## config.mk

```make
export PLATFORM = sky130hd
export DESIGN_NAME = anpx_regs
export DESIGN_NICKNAME = d
export VERILOG_FILES = /design/src/anpx_pkg.sv /design/src/anpx_toggle_track.sv /design/src/anpx_regs.sv
export SDC_FILE = /design/constraint.sdc
export NUM_CORES = 1
export LEC_CHECK = 0
export BUFFER_PORTS_ARGS = -buffer_cell sky130_fd_sc_hd__buf_2
export CAP_MARGIN = 20
export CORE_ASPECT_RATIO = 0.5
export CORE_MARGIN = 2
export CORE_UTILIZATION = 40
export DETAILED_ROUTE_END_ITERATION = 10
export HOLD_SLACK_MARGIN = 0.15
export PLACE_DENSITY = 0.79
export SLEW_MARGIN = 10
export SYNTH_ARGS = -nofsm -noshare
export SYNTH_HDL_FRONTEND = slang
export SYNTH_SLANG_ARGS = --single-unit
```

## constraint.sdc

```tcl
create_clock -name clock -period 1.95 [get_ports clock]
set_input_delay 0.0975 -clock clock [delete_from_list [all_inputs] [get_ports clock]]
set_output_delay 0.0975 -clock clock [all_outputs]
set_load 0.01 [all_outputs]
```

## src/anpx_pkg.sv

```systemverilog
// Shared constants for the partner next page and extended status register bank.
package anpx_pkg;

	localparam int unsigned ADDR_W = 5;
	localparam int unsigned DATA_W = 16;

	////////////////////////////////////////////////////////////////////////
	localparam logic [4:0]  PARTNER_NP_OFFSET   = 5'h08;
	localparam logic [4:0]  EXT_STATUS_OFFSET   = 5'h0F;

	localparam logic [15:0] PARTNER_NP_RESET    = 16'h0000;
	localparam logic [15:0] EXT_STATUS_VALUE    = 16'hA000;
	localparam logic [15:0] UNMAPPED_READ_VALUE = 16'h0000;

	////////////////////////////////////////////////////////////////////////
	localparam int unsigned MORE_PAGES_BIT      = 15;
	localparam int unsigned NP_RESERVED_BIT     = 14;
	localparam int unsigned MESSAGE_PAGE_BIT    = 13;
	localparam int unsigned SECOND_ACK_BIT      = 12;
	localparam int unsigned PAGE_TOGGLE_BIT     = 11;
	localparam int unsigned CODE_FIELD_MSB      = 10;

	// Bits that survive a page load in 1000BASE-X layout.
	localparam logic [15:0] FIBER_NP_KEEP_MASK  = 16'hBFFF;

endpackage

```

## src/anpx_toggle_track.sv

```systemverilog
// Tracks the expected toggle bit across a next page exchange and flags mismatches.
module anpx_toggle_track (
	input  wire logic        clock,
	input  wire logic        nrst,
	input  wire logic        base_load,
	input  wire logic        base_toggle,
	input  wire logic        page_load,
	input  wire logic        page_toggle,
	output logic             expected_toggle,
	output logic             toggle_mismatch
);

	typedef struct packed {
		logic expect_q;
		logic mismatch_q;
	} anpx_trk_t;

	anpx_trk_t s_q;
	anpx_trk_t s_d;

	always_comb begin
		s_d = s_q;
		s_d.mismatch_q = 1'b0;
		if (base_load) begin
			s_d.expect_q = ~base_toggle;
		end else if (page_load) begin
			s_d.mismatch_q = (page_toggle != s_q.expect_q);
			s_d.expect_q   = ~page_toggle;
		end
	end

	always_ff @(posedge clock or negedge nrst) begin
		if (!nrst) begin
			s_q <= '0;
		end else begin
			s_q <= s_d;
		end
	end

	assign expected_toggle = s_q.expect_q;
	assign toggle_mismatch = s_q.mismatch_q;

endmodule

```

## src/anpx_regs.sv

```systemverilog
// Read-only partner next page and extended status registers on the management read port.
module anpx_regs (
	input  wire logic        clock,
	input  wire logic        nrst,
	input  wire logic        sgmii_mode,
	input  wire logic        base_load,
	input  wire logic [15:0] base_word,
	input  wire logic        page_load,
	input  wire logic [15:0] page_word,
	input  wire logic        rd_en,
	input  wire logic [4:0]  rd_addr,
	output logic [15:0]      rd_data,
	output logic             rd_valid,
	output logic             rd_unmapped,
	output logic             expected_toggle,
	output logic             toggle_mismatch
);

	typedef struct packed {
		logic [15:0] np_q;
		logic [15:0] rd_data_q;
		logic        rd_valid_q;
		logic        rd_unmapped_q;
	} anpx_state_t;

	anpx_state_t s_q;
	anpx_state_t s_d;
	logic        trk_mismatch;

	////////////////////////////////////////////////////////////////////////
	// Builds the stored page word for the current layout.
	function automatic logic [15:0] anpx_page_store(input logic sgmii, input logic [15:0] w);
		logic [15:0] r;
		r = w;
		if (!sgmii) begin
			r = w & anpx_pkg::FIBER_NP_KEEP_MASK;
		end
		return r;
	endfunction

	always_comb begin
		s_d = s_q;
		s_d.rd_valid_q = 1'b0;
		if (page_load) begin
			s_d.np_q = anpx_page_store(sgmii_mode, page_word);
		end
		if (rd_en) begin
			s_d.rd_valid_q    = 1'b1;
			s_d.rd_unmapped_q = 1'b0;
			case (rd_addr)
				anpx_pkg::PARTNER_NP_OFFSET: begin
					s_d.rd_data_q = s_q.np_q;
				end
				anpx_pkg::EXT_STATUS_OFFSET: begin
					s_d.rd_data_q = anpx_pkg::EXT_STATUS_VALUE;
				end
				default: begin
					s_d.rd_data_q     = anpx_pkg::UNMAPPED_READ_VALUE;
					s_d.rd_unmapped_q = 1'b1;
				end
			endcase
		end
	end

	// Both registers are read-only, so the port has no write path at all.
	always_ff @(posedge clock or negedge nrst) begin
		if (!nrst) begin
			s_q.np_q          <= anpx_pkg::PARTNER_NP_RESET;
			s_q.rd_data_q     <= 16'h0000;
			s_q.rd_valid_q    <= 1'b0;
			s_q.rd_unmapped_q <= 1'b0;
		end else begin
			s_q <= s_d;
		end
	end

	////////////////////////////////////////////////////////////////////////
	// The tracker only checks pages in 1000BASE-X, where bit 11 is a real toggle.
	anpx_toggle_track u_trk (
		.clock           (clock),
		.nrst            (nrst),
		.base_load       (base_load),
		.base_toggle     (base_word[anpx_pkg::PAGE_TOGGLE_BIT]),
		.page_load       (page_load & ~sgmii_mode),
		.page_toggle     (page_word[anpx_pkg::PAGE_TOGGLE_BIT]),
		.expected_toggle (expected_toggle),
		.toggle_mismatch (trk_mismatch)
	);

	assign rd_data         = s_q.rd_data_q;
	assign rd_valid        = s_q.rd_valid_q;
	assign rd_unmapped     = s_q.rd_unmapped_q;
	assign toggle_mismatch = trk_mismatch;

endmodule

```

* Yosys cells after proc, flatten, opt, wreduce, memory -nomap -nowiden *
Cells that the tools add are included.

storage, ports and cells
  bits of input ports = 43
  word-level logic and storage cells = 22
  bits in registers = 36
  output and inout port bits = 20

operators by class
  eq/ne operators = 3
  bitwise operators = 4
  muxes and demuxes = 7
  reduce and logical (&&, ||, !) cells = 2

operator list
  cell                  number
  $pmux W16 S2          1
  $mux W15              1
  $eq A5 B4 Y1 const B  2
  $mux W2               2
  $mux W1               3
  $not A1 Y1            3
  $reduce_bool A2 Y1    1
  $reduce_or A2 Y1      1
  $and A1 B1 Y1         1
  $ne A1 B1 Y1          1

* Longest topological paths before layout *
  depth after elaboration = 4
  depth in mapped cells = 4
  mapped depth without buffers = 3

* By module *
Synthesis repeated with hierarchy kept, for this count alone.

unflattened totals
  cells, all modules = 104
  area, all modules = 1482.7 um^2

modules (own cells, without submodules)
  module             area an instance (um^2)  sequential area each (um^2)  cells each  instances
  anpx_regs          1391.3                   850.8                        96          1
  anpx_toggle_track  91.3                     50.0                         8           1

* Worst setup path after synthesis *
Ideal clock, no wire load.

  path type = input-to-reg
  from = in rd_addr[4]
  to = reg s_q, in the netlist rd_data[10]
  buffers on the path = 1
  stages = 4
  library setup time = 64 ps
  data arrival time = 899 ps
  data required time = 1886 ps
  slack = 986 ps
  cell sequence = nand3b_1 -> nor4_4 -> buf_6 -> a22o_2

on the way
  cells in the longest elaborated chain, start to end = 2
  elaborated cells on any way between the ends = 3
  classes of those cells = 2 x eq/ne; 1 x mux

ends and longest elaborated chain
  element             line             RTL
  start: declaration  anpx_regs.sv:11  input wire logic [4:0] rd_addr,
  $eq A5 B4 Y1        anpx_regs.sv:50  case (rd_addr)
  $pmux W16 S2 *      anpx_regs.sv:50
  end: declaration    anpx_regs.sv:26  anpx_state_t s_q;

Mark *: on every way between the ends. The rest lies on a longest branch, timed or not.
A chain may end at the register's enable or synchronous reset.

==> results.md <==
- Status: finished, final reports clean
- Layout cells sized above 1: 50.93%
- Post-CTS resize count: 0
- # Max-Cap Violations: 0
- Crit-path slowest cell: dlygate4sd3_1
- Wirelength, routed: 2973 µm
- Final Setup Violations: 0
- Share of the synthesized area in the top cell type: 61.07%
- Die Ht: 46.94 µm
- Initial antenna violation count: 0
- Net Sw Power: 325.0 µW
- Critical path class: input port to register
- Placed cell areas: 1637 µm²
- Final Skew: 2.606 ps
- Vias in the first global route: 989
- Area delta synth->final: 33.08%
- Origin of the critical flop-to-flop path: u_trk.expected_toggle
- Ports: 63
- Share of synthesized flip-flops with an asynchronous set or reset: 100.0%
- Hold Crit Start: rd_addr[1]
- GR Overflow Total: 0
- Slew margin rel.: 49.98%
- Largest net degree at the start of global routing: 37
- Placement Setup Slack: 659.2 ps
- Number of synthesized register bits: 36
- Mapped cell area: 1475 µm²
- CP delay by family, top: buffers and inverters
- Vias per cell: 4.722
- TritonCTS Buffers: 5
- Post-Layout Cell Count: 212
- HPWL Detailed: 1928 µm
- Lkg Pwr: 0.9660 nW
- Clk buf depth: 2
- # diodes: 0
- DRT Pass-1 Iters: 4
- Reg2reg end: u_trk.expected_toggle
- Tcrit/Tclk final: 79.05%
- R2R setup slack: 560 ps
- Post-route core utilization: 56.24%
- GRT Util Overall: 15.05%
- Critical Path, Cell by Cell: dlygate4sd3_1 -> buf_2 -> nand3b_1 -> nor4_4 -> buf_4 -> a22o_2
- # nets final: 204
- Seq/Total Area, Yosys: 61.07%
- CP peak stage delay: 520 ps
- Clock sink total: 36
- Sequential share of power: 53.4%
- CP startpoint kind: input port
- Most frequent cells after synthesis: 36 x dfrtp_1, 16 x buf_4, 15 x mux2_2
- Comb pwr share: 10.8%
- Root Driver: clkbuf_8
- Hold WS: 254.9 ps
- Synth cell types: 21
- Routed wire length per instance: 14.02 µm
- Synth Instances: 103
- Worst-skew pair later-pin latency: 270 ps
- Post-route ant nets: 0
- R2R cell count: 3
- Leading area contributor after synthesis: dfrtp_1
- Clock H-tree levels: 2
- Yosys Warn Count: 0
- Initial Util: 42.26%
- Hold Path Class: input port to register
- Sw frac: 21.32%
- Bufs and invs on worst path: 3
- Synth Flop Type: dfrtp_1
- Fin. Hold Viols: 0
- Finished Cell Area: 1963 µm²
- Worst-path clk slew: 70 ps
- Worst-margin pin slew: 750.4 ps
- Die Area: 4219 µm²
- Most frequent cell after synthesis: dfrtp_1
- Crit path arrival time: 1750 ps
- Max VDD drop: 0.0002976 V
- Worst path required time: 2160 ps
- GP Congestion: 0.7298
- First-pass GRT wire length: 4733 µm
- Min cycle time layout: 1542 ps
- Residual DRC: 0
- RSZ-0062 raised after global routing: false
- Max Slew Vio Count: 0
- Crit path depth: 6
- Postcts setup bufs: 0
- Ranking of synthesized cells by area: dfrtp_1 61%, mux2_2 11%, buf_4 8.1%
- Clock power share: 35.9%
- Port Buf Inserts: 47
- Post-synth EDFFs: 0
- Placed insts: 182
- Hold Path Sink: rd_data[10]
- Sum Neg Setup Slack: 0 ps
- CP Capture Type: register
- Rows: 15
- Maximum fanout along the worst path: 9
- F_max: 0.6487 GHz
- Total power: 1.525 mW
- Die width: 89.88 µm
- Placeable Area: 3491 µm²
- Slack of the critical path: 408.5 ps
- Hold path depth: 3
- Pwr/cell area: 776.7 nW/µm²
- Synthesized Nets: 146
- Internal power: 1.200 mW
- Syn_area_per_cell: 14.32 µm²
- CTS tree: built
- Number of DRC markers in iteration 0: 22
- Via Count: 1001
[per-layer routing]
layer | share of wire, % | global-route usage (%) | vias up
li1 | - | - | 472
met1 | 43 | 17.27 | 493
met2 | 50 | 27.42 | 26
met3 | 4.1 | 4.655 | 10
met4 | 2.9 | 7.692 | 0
met5 | 0 | 0 | -
[cell usage in the layout, fill, tap and decap left out, types with 2 or more instances in the layout]
master,synthesis,final
a221o_2,2,2
nor2_1,2,2
a22o_2,9,9
a22o_1,5,5
nor3_1,2,2
dlygate4sd3_1,0,23
dfrtp_1,36,36
clkbuf_8,0,7
inv_1,2,2
nand3_1,2,2
mux2_2,15,15
buf_2,2,47
[what timing repair did]
action | 4_1_cts | 5_1_grt
hold buffers | 23 | 0
endpoints found under the hold margin | 55 | 0
endpoints found under the setup margin | 0 | 0
[power groups by stage]
stage          logic, mW  registers [mW]  clock network, mW
3_5_place_dp       0.128           0.827                  0
4_1_cts            0.165           0.813              0.556
6_report           0.164           0.814              0.547
2_1_floorplan     0.0708           0.823                  0
3_3_place_gp       0.122           0.824                  0
5_1_grt            0.181           0.818              0.592
[cell families (layout without fill, tap and decap cells)]
family                 Yosys count  in the layout  synth area share, %
flip-flops                      36             36                61.07
AO/OA/AOI/OAI                   19             19                11.79
AND/OR/NAND/NOR                 10             10                4.751
multiplexers                    15             15                11.45
buffers and inverters           22             80                10.35
XOR/XNOR                         1              1               0.5938
[registers in the layout, summed over array words and instances (netlist names)]
name                   cells
rd_unmapped                1
u_trk.toggle_mismatch      1
rd_valid                   1
s_q                       16
u_trk.expected_toggle      1
rd_data                   16
[final cells by class]
| class | count | area (µm²) |
|---|---|---|
| sequential | 36 | 900.9 |
| clock buffer | 7 | 96.34 |
| timing repair buffer | 71 | 473.0 |
| multi-input combinational | 45 | 421.7 |
| fill | 278 | 1528 |
| inverter | 2 | 7.507 |
| tap | 51 | 63.81 |
[tightest hold or removal path, stage by stage]
cell and delay, ps:
buf_2 110, nor4_4 80, a22o_2 200
[how the worst max path moves through the flow]
stage / startpoint / endpoint / slack, ps
finish: rd_en / rd_data[6] / 410
global placement: rd_addr[4] / rd_data[6] / 690
CTS: rd_en / rd_data[6] / 430
floorplan: rd_addr[4] / rd_data[10] / 990
global route: rd_en / rd_data[6] / 300
detailed placement: rd_addr[4] / rd_data[6] / 660
No activity file was read; power rests on OpenSTA's default activity.
